$ cat src/shared/rssi_peak_defines.svh
// Constants of the RSSI peak detector unit: register offsets, field positions,
// widths and reset values.
// Assumes inclusion by bare name from design files; holds definitions only.
`ifndef RSSI_PEAK_DEFINES_SVH
`define RSSI_PEAK_DEFINES_SVH

// ---------------------------------------------------------------------------
// Widths
// ---------------------------------------------------------------------------
`define RSSI_W            8
`define AVG_DEPTH         4
`define AVG_SUM_W         10
`define AVG_SHIFT         2
`define DELAY_W           4
`define APB_ADDR_W        8

// ---------------------------------------------------------------------------
// Register byte offsets
// ---------------------------------------------------------------------------
`define PAYLOAD_PEAK_OFS  8'h00
`define RX_PEAK_OFS       8'h04
`define WAKEUP_PEAK_OFS   8'h08
`define PEAK_CONFIG_OFS   8'h0C
`define PEAK_STATUS_OFS   8'h10

// ---------------------------------------------------------------------------
// Field positions
// ---------------------------------------------------------------------------
`define CFG_DELAY_LSB     0
`define STS_DONE_BIT      0
`define STS_TRACK_BIT     1
`define STS_DELAY_BIT     2
`define STS_RXRUN_BIT     3
`define STS_WUSEARCH_BIT  4

// ---------------------------------------------------------------------------
// Reset values
// ---------------------------------------------------------------------------
`define PEAK_RESET        8'h00
`define DELAY_RESET       4'h0

`endif

$ cat src/shared/rssi_peak_pkg.sv
// Types of the RSSI peak detector unit.
// Assumes rssi_peak_defines.svh is compiled with it.
`include "rssi_peak_defines.svh"

package rssi_peak_pkg;

	// -----------------------------------------------------------------------
	// Averager state
	// -----------------------------------------------------------------------
	typedef struct packed {
		logic [`AVG_DEPTH-2:0][`RSSI_W-1:0] hist;
		logic [`RSSI_W-1:0]                 avg;
		logic                               avg_valid;
	} avg_state_t;

	// -----------------------------------------------------------------------
	// Payload window sequencing and register selection
	// -----------------------------------------------------------------------
	typedef enum logic [2:0] {
		PAY_IDLE  = 3'b001,
		PAY_DELAY = 3'b010,
		PAY_TRACK = 3'b100
	} pay_state_t;

	typedef enum logic [5:0] {
		SEL_NONE    = 6'b000001,
		SEL_PAYLOAD = 6'b000010,
		SEL_RX      = 6'b000100,
		SEL_WAKEUP  = 6'b001000,
		SEL_CONFIG  = 6'b010000,
		SEL_STATUS  = 6'b100000
	} reg_sel_t;

	// -----------------------------------------------------------------------
	// Detector unit state
	// -----------------------------------------------------------------------
	typedef struct packed {
		pay_state_t          pay_state;
		logic [`RSSI_W-1:0]  pay_det;
		logic [`RSSI_W-1:0]  pay_level;
		logic [`DELAY_W-1:0] delay_cnt;
		logic [`DELAY_W-1:0] cfg_delay;
		logic                pay_done;
		logic [`RSSI_W-1:0]  rx_det;
		logic [`RSSI_W-1:0]  rx_level;
		logic [`RSSI_W-1:0]  wu_det;
		logic [`RSSI_W-1:0]  wu_level;
		logic [31:0]         prdata;
		logic                pslverr;
	} unit_state_t;

endpackage

$ cat src/core/rssi_avg4.sv
// Four-sample moving average of the RSSI level.
// Assumes one raw sample per RSSI_VALID strobe, synchronous to the clock.
`timescale 1ns/100ps
`include "rssi_peak_defines.svh"

module rssi_avg4 (
	// Clock and reset
	input  wire logic                clk_i,
	input  wire logic                rst_i,
	// Raw samples
	input  wire logic [`RSSI_W-1:0]  sample_i,
	input  wire logic                sample_valid_i,
	// Averaged samples
	output logic      [`RSSI_W-1:0]  avg_o,
	output logic                     avg_valid_o
);
	import rssi_peak_pkg::*;

	avg_state_t          state_r;
	avg_state_t          state_nxt;
	logic [`AVG_SUM_W-1:0] sum;

	// -----------------------------------------------------------------------
	// Window update
	// -----------------------------------------------------------------------
	// Window starts filled with zeros, so the first three averages read low;
	// that only delays a peak, it never fakes one.
	always_comb begin
		state_nxt = state_r;
		sum = `AVG_SUM_W'(sample_i);
		for (int i = 0; i < `AVG_DEPTH-1; i++) begin
			sum = sum + `AVG_SUM_W'(state_r.hist[i]);
		end
		state_nxt.avg_valid = sample_valid_i;
		if (sample_valid_i) begin
			state_nxt.avg = sum[`AVG_SUM_W-1:`AVG_SHIFT];
			for (int i = `AVG_DEPTH-2; i > 0; i--) begin
				state_nxt.hist[i] = state_r.hist[i-1];
			end
			state_nxt.hist[0] = sample_i;
		end
	end

	always_ff @(posedge clk_i) begin
		if (rst_i) begin
			state_r <= '0;
		end else begin
			state_r <= state_nxt;
		end
	end

	assign avg_o       = state_r.avg;
	assign avg_valid_o = state_r.avg_valid;

endmodule

$ cat src/core/rssi_peak_detector_unit.sv
// RSSI peak detector unit: payload, free-running receive and wake-up peak
// detectors fed from one four-sample average, with an APB register slave.
// Assumes framing and wake-up events are one-cycle pulses synchronous to
// CLOCK_I, and that RST_I is the power-up reset.
`timescale 1ns/100ps
`include "rssi_peak_defines.svh"

module rssi_peak_detector_unit (
	// Clock and reset
	input  wire logic                        CLOCK_I,
	input  wire logic                        RST_I,
	// APB slave
	input  wire logic                        PSEL_I,
	input  wire logic                        PENABLE_I,
	input  wire logic                        PWRITE_I,
	input  wire logic [`APB_ADDR_W-1:0]      PADDR_I,
	input  wire logic [31:0]                 PWDATA_I,
	output logic      [31:0]                 PRDATA_O,
	output logic                             PREADY_O,
	output logic                             PSLVERR_O,
	// RSSI samples
	input  wire logic [`RSSI_W-1:0]          RSSI_SAMPLE_I,
	input  wire logic                        RSSI_VALID_I,
	// Framer events
	input  wire logic                        FRAME_SYNC_DETECTED_I,
	input  wire logic                        END_OF_MESSAGE_I,
	input  wire logic                        DATA_BIT_I,
	// Receiver and wake-up generator
	input  wire logic                        RX_RUN_I,
	input  wire logic                        WAKEUP_SEARCH_I,
	input  wire logic                        CHANNEL_START_I,
	input  wire logic                        CHANNEL_END_I,
	input  wire logic                        WAKEUP_I,
	// Observation status
	output logic                             PAYLOAD_TRACKING_O,
	output rssi_peak_pkg::pay_state_t        PAYLOAD_STATE_O
);
	import rssi_peak_pkg::*;

	// -----------------------------------------------------------------------
	// Helpers
	// -----------------------------------------------------------------------
	// Shared max-hold step of every detector.
	function automatic logic [`RSSI_W-1:0] peak_update(
		input logic [`RSSI_W-1:0] stored,
		input logic [`RSSI_W-1:0] smp,
		input logic               take
	);
		logic [`RSSI_W-1:0] res;
		res = stored;
		if (take && (smp > stored)) begin
			res = smp;
		end
		return res;
	endfunction

	// Address decode, used for both the setup and the access phase.
	function automatic reg_sel_t addr_decode(input logic [`APB_ADDR_W-1:0] addr);
		reg_sel_t sel;
		case (addr)
			`PAYLOAD_PEAK_OFS: begin
				sel = SEL_PAYLOAD;
			end
			`RX_PEAK_OFS: begin
				sel = SEL_RX;
			end
			`WAKEUP_PEAK_OFS: begin
				sel = SEL_WAKEUP;
			end
			`PEAK_CONFIG_OFS: begin
				sel = SEL_CONFIG;
			end
			`PEAK_STATUS_OFS: begin
				sel = SEL_STATUS;
			end
			default: begin
				sel = SEL_NONE;
			end
		endcase
		return sel;
	endfunction

	// -----------------------------------------------------------------------
	// Averaged RSSI
	// -----------------------------------------------------------------------
	logic [`RSSI_W-1:0] avg_level;
	logic               avg_valid;

	rssi_avg4 u_avg (
		.clk_i          (CLOCK_I),
		.rst_i          (RST_I),
		.sample_i       (RSSI_SAMPLE_I),
		.sample_valid_i (RSSI_VALID_I),
		.avg_o          (avg_level),
		.avg_valid_o    (avg_valid)
	);

	// -----------------------------------------------------------------------
	// State
	// -----------------------------------------------------------------------
	unit_state_t state_r;
	unit_state_t state_nxt;

	logic     setup_phase;
	logic     access_phase;
	reg_sel_t setup_sel;
	reg_sel_t access_sel;
	logic     rx_read;
	logic     status_clear;
	logic     tracking;

	assign setup_phase  = PSEL_I && !PENABLE_I;
	assign access_phase = PSEL_I && PENABLE_I;
	assign setup_sel    = addr_decode(PADDR_I);
	assign access_sel   = addr_decode(PADDR_I);
	// The side effect of a read happens once, at the completing edge.
	assign rx_read      = access_phase && !PWRITE_I && (access_sel == SEL_RX);
	assign status_clear = access_phase && PWRITE_I && (access_sel == SEL_STATUS)
		&& PWDATA_I[`STS_DONE_BIT];
	assign tracking     = (state_r.pay_state == PAY_TRACK);

	always_comb begin
		state_nxt = state_r;

		// -------------------------------------------------------------------
		// Payload detector
		// -------------------------------------------------------------------
		case (state_r.pay_state)
			PAY_IDLE: begin
			end
			PAY_DELAY: begin
				if (END_OF_MESSAGE_I) begin
					state_nxt.pay_level = state_r.pay_det;
					state_nxt.pay_state = PAY_IDLE;
				end else if (DATA_BIT_I) begin
					if (state_r.delay_cnt <= `DELAY_W'(1)) begin
						state_nxt.delay_cnt = `DELAY_RESET;
						state_nxt.pay_state = PAY_TRACK;
					end else begin
						state_nxt.delay_cnt = state_r.delay_cnt - `DELAY_W'(1);
					end
				end
			end
			PAY_TRACK: begin
				if (END_OF_MESSAGE_I) begin
					state_nxt.pay_level = peak_update(state_r.pay_det, avg_level,
						avg_valid);
					state_nxt.pay_state = PAY_IDLE;
				end else begin
					state_nxt.pay_det = peak_update(state_r.pay_det, avg_level,
						avg_valid);
				end
			end
			default: begin
				state_nxt.pay_state = PAY_IDLE;
			end
		endcase

		// A new sync restarts the window, even in the middle of a telegram.
		if (FRAME_SYNC_DETECTED_I) begin
			state_nxt.pay_det   = `PEAK_RESET;
			state_nxt.delay_cnt = state_r.cfg_delay;
			if (state_r.cfg_delay == `DELAY_RESET) begin
				state_nxt.pay_state = PAY_TRACK;
			end else begin
				state_nxt.pay_state = PAY_DELAY;
			end
		end

		// Done flag: a telegram ending in the clearing cycle keeps it set.
		if (status_clear) begin
			state_nxt.pay_done = 1'b0;
		end
		if (END_OF_MESSAGE_I && (state_r.pay_state != PAY_IDLE)
			&& !FRAME_SYNC_DETECTED_I) begin
			state_nxt.pay_done = 1'b1;
		end

		// -------------------------------------------------------------------
		// Receive detector
		// -------------------------------------------------------------------
		if (RX_RUN_I) begin
			if (rx_read) begin
				// Register takes the value returned on the bus.
				state_nxt.rx_level = state_r.prdata[`RSSI_W-1:0];
				state_nxt.rx_det   = avg_level;
			end else begin
				state_nxt.rx_det = peak_update(state_r.rx_det, avg_level,
					avg_valid);
			end
		end

		// -------------------------------------------------------------------
		// Wake-up detector
		// -------------------------------------------------------------------
		if (CHANNEL_START_I) begin
			state_nxt.wu_det = `PEAK_RESET;
		end else if (WAKEUP_SEARCH_I) begin
			state_nxt.wu_det = peak_update(state_r.wu_det, avg_level,
				avg_valid);
		end
		if (WAKEUP_I) begin
			state_nxt.wu_level = state_r.wu_det;
		end else if (CHANNEL_END_I) begin
			state_nxt.wu_level = state_r.wu_det;
		end

		// -------------------------------------------------------------------
		// APB setup: latch the answer for the access phase
		// -------------------------------------------------------------------
		if (setup_phase) begin
			state_nxt.prdata  = 32'h0000_0000;
			state_nxt.pslverr = 1'b0;
			case (setup_sel)
				SEL_PAYLOAD: begin
					state_nxt.prdata[`RSSI_W-1:0] = state_r.pay_level;
				end
				SEL_RX: begin
					// While running, a read returns the live detector value.
					if (RX_RUN_I) begin
						state_nxt.prdata[`RSSI_W-1:0] = state_r.rx_det;
					end else begin
						state_nxt.prdata[`RSSI_W-1:0] = state_r.rx_level;
					end
				end
				SEL_WAKEUP: begin
					state_nxt.prdata[`RSSI_W-1:0] = state_r.wu_level;
				end
				SEL_CONFIG: begin
					state_nxt.prdata[`CFG_DELAY_LSB +: `DELAY_W] = state_r.cfg_delay;
				end
				SEL_STATUS: begin
					state_nxt.prdata[`STS_DONE_BIT]     = state_r.pay_done;
					state_nxt.prdata[`STS_TRACK_BIT]    = tracking;
					state_nxt.prdata[`STS_DELAY_BIT]    = (state_r.pay_state == PAY_DELAY);
					state_nxt.prdata[`STS_RXRUN_BIT]    = RX_RUN_I;
					state_nxt.prdata[`STS_WUSEARCH_BIT] = WAKEUP_SEARCH_I;
				end
				SEL_NONE: begin
					state_nxt.pslverr = 1'b1;
				end
				default: begin
					state_nxt.pslverr = 1'b1;
				end
			endcase
		end

		// -------------------------------------------------------------------
		// APB access: writes take effect at the completing edge
		// -------------------------------------------------------------------
		if (access_phase && PWRITE_I && (access_sel == SEL_CONFIG)) begin
			state_nxt.cfg_delay = PWDATA_I[`CFG_DELAY_LSB +: `DELAY_W];
		end
	end

	// -----------------------------------------------------------------------
	// Registers
	// -----------------------------------------------------------------------
	// RST_I is the only source that clears the peak registers; the unit has
	// no soft reset on purpose.
	always_ff @(posedge CLOCK_I) begin
		if (RST_I) begin
			state_r           <= '0;
			state_r.pay_state <= PAY_IDLE;
			state_r.pay_level <= `PEAK_RESET;
			state_r.rx_level  <= `PEAK_RESET;
			state_r.cfg_delay <= `DELAY_RESET;
		end else begin
			state_r <= state_nxt;
		end
	end

	// -----------------------------------------------------------------------
	// Outputs
	// -----------------------------------------------------------------------
	// One wait-free access phase; the answer was latched during setup.
	assign PREADY_O           = 1'b1;
	assign PRDATA_O           = state_r.prdata;
	assign PSLVERR_O          = state_r.pslverr && access_phase;
	assign PAYLOAD_TRACKING_O = tracking;
	assign PAYLOAD_STATE_O    = state_r.pay_state;

endmodule

$ cat config.mk
export PLATFORM = sky130hd
export DESIGN_NAME = rssi_peak_detector_unit
export DESIGN_NICKNAME = d
export VERILOG_FILES = /design/src/shared/rssi_peak_pkg.sv /design/src/core/rssi_avg4.sv /design/src/core/rssi_peak_detector_unit.sv
export VERILOG_INCLUDE_DIRS = /design/src /design/src/shared
export SDC_FILE = /design/constraint.sdc
export NUM_CORES = 1
export LEC_CHECK = 0
export ABC_AREA = 1
export BUFFER_PORTS_ARGS = -buffer_cell sky130_fd_sc_hd__buf_2
export CORE_MARGIN = 3
export CORE_UTILIZATION = 40
export DETAILED_ROUTE_END_ITERATION = 8
export GPL_TIMING_DRIVEN = 0
export PLACE_DENSITY = 0.57
export SLEW_MARGIN = 0
export SYNTH_ARGS = -nofsm -noshare
export SYNTH_HDL_FRONTEND = slang
export SYNTH_HIERARCHICAL = 1
export SYNTH_SLANG_ARGS = --single-unit
$ cat constraint.sdc
create_clock -name CLOCK_I -period 7.7 [get_ports CLOCK_I]
set_clock_uncertainty 0.1 [all_clocks]
set_input_delay 1.54 -clock CLOCK_I [delete_from_list [all_inputs] [get_ports CLOCK_I]]
set_output_delay 1.54 -clock CLOCK_I [all_outputs]
set_load 0.01 [all_outputs]
==> summary by stage, run 1 <==
Route
In this run the remaining antenna-violating nets after routing total 0. The number of remaining DRC errors is 0. The vias after detailed routing is 5331.

The number of iterations in the first detailed-routing pass is 6. The detailed-route wire length per cell is 12.99 µm. After detailed routing, the total wire length is 14810 µm. The number of violations reported at the end of detailed-routing iteration 0 is 328. In the routed layout, each cell is associated on average with a via count of 4.676.

Clock network
CTS built an H-tree with a depth of 3. The number of buffers on the longest clock path is 2. The number of hold buffers added after CTS is 0. In this run the clock root is driven by a clkbuf_16.

Clock-pin slew was measured on the worst setup and hold paths at 0.07 ns. The clock tree from TritonCTS is yes. The post-cts repair resize count is 0. For the worst-skew pair, the clock arrives at the later sink with an insertion delay of 0.35 ns. The clock net sink count is 102. The number of buffers created by CTS is 9. After clock tree synthesis, the setup repair step added 0 buffers.

Logic synthesis
The simple-gate share of the synthesized area is 20.26%. The warning count from the yosys run is 6. Counting flops with a built-in enable in the synthesized netlist gives 0. The dominant combinational cell family by area after synthesis is simple AND/OR/NAND/NOR gates. The post-synthesis share of cell area spent on xor and xnor gates is 0.4250%.

The multiplexer area fraction after synthesis is 0%. Sequential cells were found to cover 33.03% of the synthesized design area. The number of instances in the synthesized netlist is 873. After Yosys synthesis, full adders, half adders and majority gates account for 11.86% of the synthesized area. The average cell area after synthesis is 7.082 µm². The prevailing post-synth register cell is dfxtp_1.

The post-synthesis compound-gate area fraction is 17.34%. The number of distinct library cells after synthesis is 42. The netlist area before placement is 0.006182 mm².

Of all flip-flops after synthesis, the portion carrying an async set or reset was 0%. The synthesis-stage register bit count is 102.

GRT
The initial antenna violation count came to 0. The via count of the first global-routing pass is 4775. Entering global routing, the biggest net connects 19 pins. The wire length of the first global-routing pass is 23790 µm. Global routing consumed, over all layers together, 17.87% of the routing resources. The sum of overflow across all layers after global routing is 0.

Pwr
The power per cell area is 203.5 mW/mm². The worst-case IR drop observed on VDD is 0.1215 mV. The leakage power is 3.453 nW.

Setup path
The kind of cell with the highest combined delay along the critical path is buffers and inverters. Walking the worst path, the cells encountered are buf_2 -> nand2_1 -> nor2_1 -> buf_2. In this run the worst setup path begins at PENABLE_I. Along the worst path, the maximum fanout reaches 3.

STA classifies the critical path startpoint as an input port. The worst reg-to-reg path cell count is 15. STA puts the critical path data required time at 6.06 ns. In this run the number of cells on the critical path is 4.

In this run the critical register-to-register path is launched from u_avg/state_r[10]. The critical path capture point type is a primary output. The largest single stage delay on the critical path is 0.13 ns. In this run the critical register-to-register path is captured at u_avg/avg_o[5]. The count of buffer and inverter cells on the critical path is 2.

The register-to-register setup slack is 4.95 ns. The critical path ends at PSLVERR_O. Among all stages on the critical path, the largest delay is contributed by buf_2. The most frequent cell on the critical path is buf_2. The worst setup path category is in2out. The arrival time at the worst endpoint is 1.92 ns.

Timing
Setup repair after global routing left no endpoint under its margin. The worst path uses 46.30% of the clock period. Static timing analysis puts the maximum clock frequency at 280.5 MHz. The clock period could shrink to 3.565 ns.

The number of hold violations in the final report is 0. The slew at the pin closest to its max-slew limit is 0.5649 ns. The count of pins over their slew limit is 0. The final total negative setup slack is 0 ns. The number of setup violations in the final report is 0. Across all hold checks on the routed design, the worst slack comes to 0.3550 ns. Headroom to the max-slew limit came out at 62.34%.

Finish
The synthesis-to-finish area growth is 13.76%. The number of fill cells is 1527. The number of nets in the layout is 1062. The number of antenna cells inserted is 0. The share of post-route cells with drive strength above 1 is 14.54%. Leaving out fill and tap cells, the most frequent cells in the layout are inv_1, nand2_1, a21oi_1. The library cell used most frequently in the layout, excluding fill and tap cells, is inv_1.

Run
The tool flagged a number of max-cap violations equal to 0.

Die
Once the floorplan was initialized, standard cells occupied 41.75% of the core. The die span in y is 130.3 µm. The number of standard-cell rows in the floorplan is 44. The number of ports placed on the die boundary is 100. In this run the standard cell core region covers 0.01481 mm².

The floorplan die width is 130.3 µm. The die covers 0.01698 mm².

Status
The flow ran to the end, and the final reports show no timing, DRC or antenna violations.

Place
The routability-driven placement congestion ratio is 0.8525. The half-perimeter wire length after placement is 11490 µm. The number of port buffers is 44.

Worst hold path
In this run the worst hold path is classified as reg2reg. Counting instances, the worst hold path has a depth of 2.
-- worst min-delay path by stage --
stage                      from          end  slack, ns
CTS                 state_r[49]  state_r[49]       0.35
finish              state_r[56]  state_r[56]       0.35
global route        state_r[50]  state_r[50]       0.38
global placement    state_r[51]  state_r[51]       0.34
floorplan           state_r[49]  state_r[49]       0.32
detailed placement  state_r[49]  state_r[49]       0.34
-- per-stage QoR --
| step | utilization, % | worst slack (ns) | cells | area (µm²) | total power (W) |
|---|---|---|---|---|---|
| 5_1_grt | 47.49 | 4.041 | 1140 | 7033 | 0.001529 |
| 4_1_cts | 47.49 | 4.123 | 1140 | 7033 | 0.001450 |
| 2_1_floorplan | - | 4.309 | 896 | 6269 | 0.0008760 |
| 3_5_place_dp | 45.37 | 4.125 | 1124 | 6719 | 0.0009584 |
| 3_3_place_gp | 45.37 | 4.137 | 1124 | 6719 | 0.0009570 |
| 6_report | 47.49 | 4.135 | 1140 | 7033 | 0.001431 |
-- metal layers --
metal | share of wire (%) | vias up | track usage (%)
met5 | 0 | - | 0
met4 | 1.0 | 0 | 5.012
met3 | 3.1 | 10 | 3.357
met2 | 44 | 87 | 27.37
met1 | 52 | 2360 | 25.74
li1 | - | 2874 | -
-- registers in the layout (all words and copies together), names as in the netlist --
name and count:
u_avg/state_r 24, u_avg/avg_valid_o 1, PRDATA_O 8, u_avg/avg_o 8
PAYLOAD_STATE_O 3, state_r 58
-- worst min-delay path, cell delays in order (launching register included) --
cell and delay [ns]:
dfxtp_1 0.30, inv_1 0.06, a21oi_1 0.06
-- cells in the mapped netlist, types with 2 or more instances --
cell | count | area (µm²)
a21oi_1 | 105 | 525.5
buf_6 | 2 | 22.52
nand2_2 | 4 | 25.02
nand4_1 | 4 | 25.02
o22ai_1 | 3 | 18.77
conb_1 | 2 | 7.510
nand2_1 | 146 | 548.0
xor2_1 | 3 | 26.28
ha_1 | 33 | 412.9
dfxtp_1 | 102 | 2042
buf_2 | 11 | 55.05
a211oi_1 | 2 | 15.01
a31oi_1 | 3 | 18.77
o21ai_1 | 7 | 35.03
clkbuf_1 | 8 | 30.03
o21ai_0 | 71 | 355.3
o211ai_1 | 3 | 22.52
nand3_2 | 2 | 20.02
inv_1 | 147 | 551.8
inv_2 | 5 | 18.77
nor2_1 | 71 | 266.5
buf_4 | 47 | 352.8
fa_1 | 16 | 320.3
nand3_1 | 55 | 275.3
nor3_1 | 4 | 20.02
-- where the power goes --
part / internal [W] / total, W / leakage (nW) / switching [W]
clock: 0.000266 / 0.000485 / 0.152 / 0.000218
combinational: 0.000146 / 0.000373 / 2.47 / 0.000227
sequential: 0.000557 / 0.000573 / 0.834 / 0.0000166
total: 0.000970 / 0.00143 / 3.45 / 0.000462
-- cells by family (layout without fill, tap and decap cells) --
| group | count (synthesis) | after routing |
|---|---|---|
| simple gates | 292 | 292 |
| other cells | 2 | 25 |
| buf+inv | 222 | 282 |
| xor+xnor | 3 | 3 |
| flops | 102 | 102 |
| compound gates | 203 | 203 |
| fa+ha+maj | 49 | 49 |
-- cell type report --
| cell class | count | area (µm²) | area share (%) |
|---|---|---|---|
| Clock buffer | 10 | 239.0 | 3.398 |
| Inverter | 153 | 574.3 | 8.166 |
| Sequential cell | 102 | 2042 | 29.03 |
| Clock inverter | 6 | 75.07 | 1.067 |
| Multi-Input combinational cell | 572 | 3178 | 45.19 |
| Buffer | 69 | 474.2 | 6.743 |
| Timing Repair Buffer | 44 | 220.2 | 3.131 |
| Tap cell | 184 | 230.2 | 3.273 |
No activity file was read; power rests on OpenSTA's default activity.
==> run 2, diff against run 1 <==
Settings changed: PLACE_DENSITY 0.57 to 0.59.
Clock period 7.7 ns to 3.16 ns, I/O delays scaled along.
==> run 2 against run 1 <==
Effect of this change:
- core utilization fell by 0.19 points
- register-to-register slack worse by 4.6 ns
- sequential cell count unchanged
- sequential power rose by 140%
- worst setup slack lost 3.8 ns
- largest cell class unchanged
- first-iteration DRC count up 25%
- die area did not move
==> summary by stage, run 2 (same netlist as run 1, synthesis figures left out) <==
Status
Status: complete, no violations (unchanged).

GRT
The via count of the first global-routing pass was 4873 (was 4775). The all-layer global routing usage is 18.04% (was 17.87%). The wire length of the first global-routing pass is 24330 µm (was 23790 µm). The pin count of the biggest net entering global routing is 17 (was 19). The sum of overflow across all layers after global routing is 0 (unchanged). The initial antenna violation count is 0 (unchanged).

Setup path
The required time reported for the critical path endpoint is 3.31 ns (was 6.06 ns). The worst reg-to-reg path cell count was 15 (unchanged). The critical path capture point type is a flop (was primary output).

The worst setup path category was reg2reg (was in2out). The element type at the critical path start is a flop (was input port). The worst-path maximum fanout is 3 (unchanged).

The arrival time at the worst endpoint is 2.93 ns (was 1.92 ns).

Worst hold path
The depth of the worst hold-timing path is 2 (unchanged). The path category of the worst min-delay check is reg2reg (unchanged).

Timing
The worst slew margin relative to its limit came to 62.70% (was 62.34%). The number of hold violations in the final report is 0 (unchanged). The slew at the pin closest to its max-slew limit is 0.5595 ns (was 0.5649 ns). The count of pins over their slew limit is 0 (unchanged). The final total negative setup slack is 0 ns (unchanged). The worst hold slack is 0.3484 ns (was 0.3550 ns). Subtracting the final worst setup slack from the clock period gives 2.776 ns. Unrepaired setup endpoints after global routing: false (unchanged). After layout, the worst path uses 87.85% of the clock period. The highest attainable clock frequency is 360.2 MHz. The number of setup violations in the final report came to 0 (unchanged).

Run
The number of maximum-capacitance violations is 0 (unchanged).

Finish
The share of post-route cells with drive strength above 1 is 14.44% (was 14.54%). Commonest cells after routing, fill and taps aside: inv_1, nand2_1, a21oi_1 (unchanged). The most common cell after layout, fill and taps aside is inv_1 (unchanged). The number of antenna cells inserted was 0 (unchanged). The number of nets in the layout is 1062 (unchanged). Largest registers in the final layout: state_r (58), u_avg/state_r (24) (unchanged). The final standard cell area without fillers is 0.007005 mm² (was 0.007033 mm²). The number of flip-flops in the largest register is 58 (unchanged). The register name with the most flops is state_r (unchanged).

The synthesis-to-finish area growth was 13.32% (was 13.76%).

Route
The number of iterations in the first detailed-routing pass is 4 (was 6). The number of violations reported at the end of detailed-routing iteration 0 is 410 (was 328). The number of nets still failing antenna checks after routing is 0 (unchanged). The detailed-route vias per instance is 4.739 (was 4.676). The wire length reported by the detailed router is 14710 µm (was 14810 µm). The vias after detailed routing is 5402 (was 5331). The detailed-route wire length per cell is 12.91 µm (was 12.99 µm). The number of remaining DRC errors came to 0 (unchanged).

Clock network
The count of buffers added by post-CTS timing repair for setup is 0 (unchanged). The worst-skew pair later-pin latency came to 0.35 ns (about the same). The root buffer cell was clkbuf_16 (unchanged). The clock-pin slew of the registers on the worst-case setup and hold paths is 0.07 ns (about the same). The number of hold buffers added after CTS is 0 (unchanged). The number of buffers created by CTS is 9 (unchanged).

The clock tree from TritonCTS was yes (unchanged). The clock net sink count is 102 (unchanged). The total number of H-tree levels was 3 (unchanged). The post-cts repair resize count is 0 (unchanged).

The number of buffers on the longest clock path is 2 (unchanged).

Pwr
The power per cell area is 485.1 mW/mm² (was 203.5 mW/mm²). The sequential fraction of design power is 41.1% (was 40.1%). The part of the power in the clock network came to 32.2% (was 33.9%). The switching power summed over all nets came to 0.001104 W (was 0.0004615 W). The proportion of total power due to net switching is 32.47% (was 32.25%). The worst supply voltage drop on vdd is 0.3226 mV (was 0.1215 mV). The leakage power is 3.440 nW (was 3.453 nW). The design internal power is 0.002295 W (was 0.0009695 W). The share of power burned in combinational logic came to 26.7% (was 26.1%).

Die
The number of ports placed on the die boundary is 100 (unchanged). The starting density of the core is 41.75% (unchanged). The floorplan core area was 0.01481 mm² (unchanged).

The floorplan die width came to 130.3 µm (unchanged). The die footprint is 0.01698 mm² (unchanged). The number of standard-cell rows in the floorplan is 44 (unchanged).

The die span in y is 130.3 µm (unchanged).

Place
The routability-driven placement congestion ratio was 0.8528 (was 0.8525). The half-perimeter wire length after placement is 11380 µm (was 11490 µm). The number of port buffers came to 44 (unchanged). The total cell area at the placement stage is 0.006719 mm² (unchanged).
## run 2: cell count changes in the layout (fill, tap and decap cells not counted)
cell,delta
inv_6,-1
clkbuf_8,+1
clkbuf_1,+1
clkinv_2,+1
bufinv_16,-1
inv_8,-1
## run 2: final timing paths
check	endpoint	start	slack, ns
worst max-delay path	u_avg/avg_o[5]	u_avg/state_r[10]	0.38
worst min-delay path	state_r[52]	state_r[52]	0.35
worst max register to register	u_avg/avg_o[5]	u_avg/state_r[10]	0.38
worst min register to register	state_r[52]	state_r[52]	0.35
## run 2: metal layers
| layer | GRT usage (%) | vias up | wire (µm) |
|---|---|---|---|
| met5 | 0 | - | 0 |
| met4 | 5.440 | 0 | 255 |
| met3 | 3.316 | 17 | 607 |
| met2 | 28.03 | 105 | 6421 |
| met1 | 25.53 | 2405 | 7428 |
| li1 | - | 2875 | - |
## run 2: critical path, cell delays in order (launching register included)
cell and delay (ns):
dfxtp_1 0.31, inv_1 0.08, fa_1 0.55, inv_1 0.06, fa_1 0.46, nand2_2 0.10
nor2_4 0.04, fa_1 0.40, nand3_1 0.11, nand2_1 0.10, nand3_2 0.09, nand2_2 0.06
nand2_1 0.07, nand3_1 0.07, nand2_1 0.06, inv_1 0.03
## run 2: layout make-up
type / count / area [µm²]
fillers: 1551 / 7804
repair buffers: 44 / 220.2
plain buffers: 69 / 474.2
clock buffers: 12 / 256.5
flip-flops and latches: 102 / 2042
multi-input cells: 572 / 3178
inverters: 153 / 574.3
clock inverters: 4 / 30.03
well taps: 184 / 230.2
## run 2: metrics by stage
step                      std cells  total power [W]  worst slack, ns  util, %
after global placement         1124         0.002327           0.4249    45.37
after floorplan                 896         0.002135           0.5732        -
after CTS                      1140         0.003443           0.3899    47.30
after detailed placement       1124         0.002336           0.4068    45.37
after global routing           1140         0.003639           0.2449    47.30
final                          1140         0.003398           0.3841    47.30
## run 2: power by group through the flow
| stage | logic, W | clock network [W] | registers, W |
|---|---|---|---|
| 2_1_floorplan | 0.000721 | 0 | 0.00141 |
| 3_3_place_gp | 0.000902 | 0 | 0.00142 |
| 3_5_place_dp | 0.000910 | 0 | 0.00143 |
| 4_1_cts | 0.000915 | 0.00113 | 0.00140 |
| 5_1_grt | 0.00107 | 0.00117 | 0.00141 |
| 6_report | 0.000907 | 0.00109 | 0.00140 |
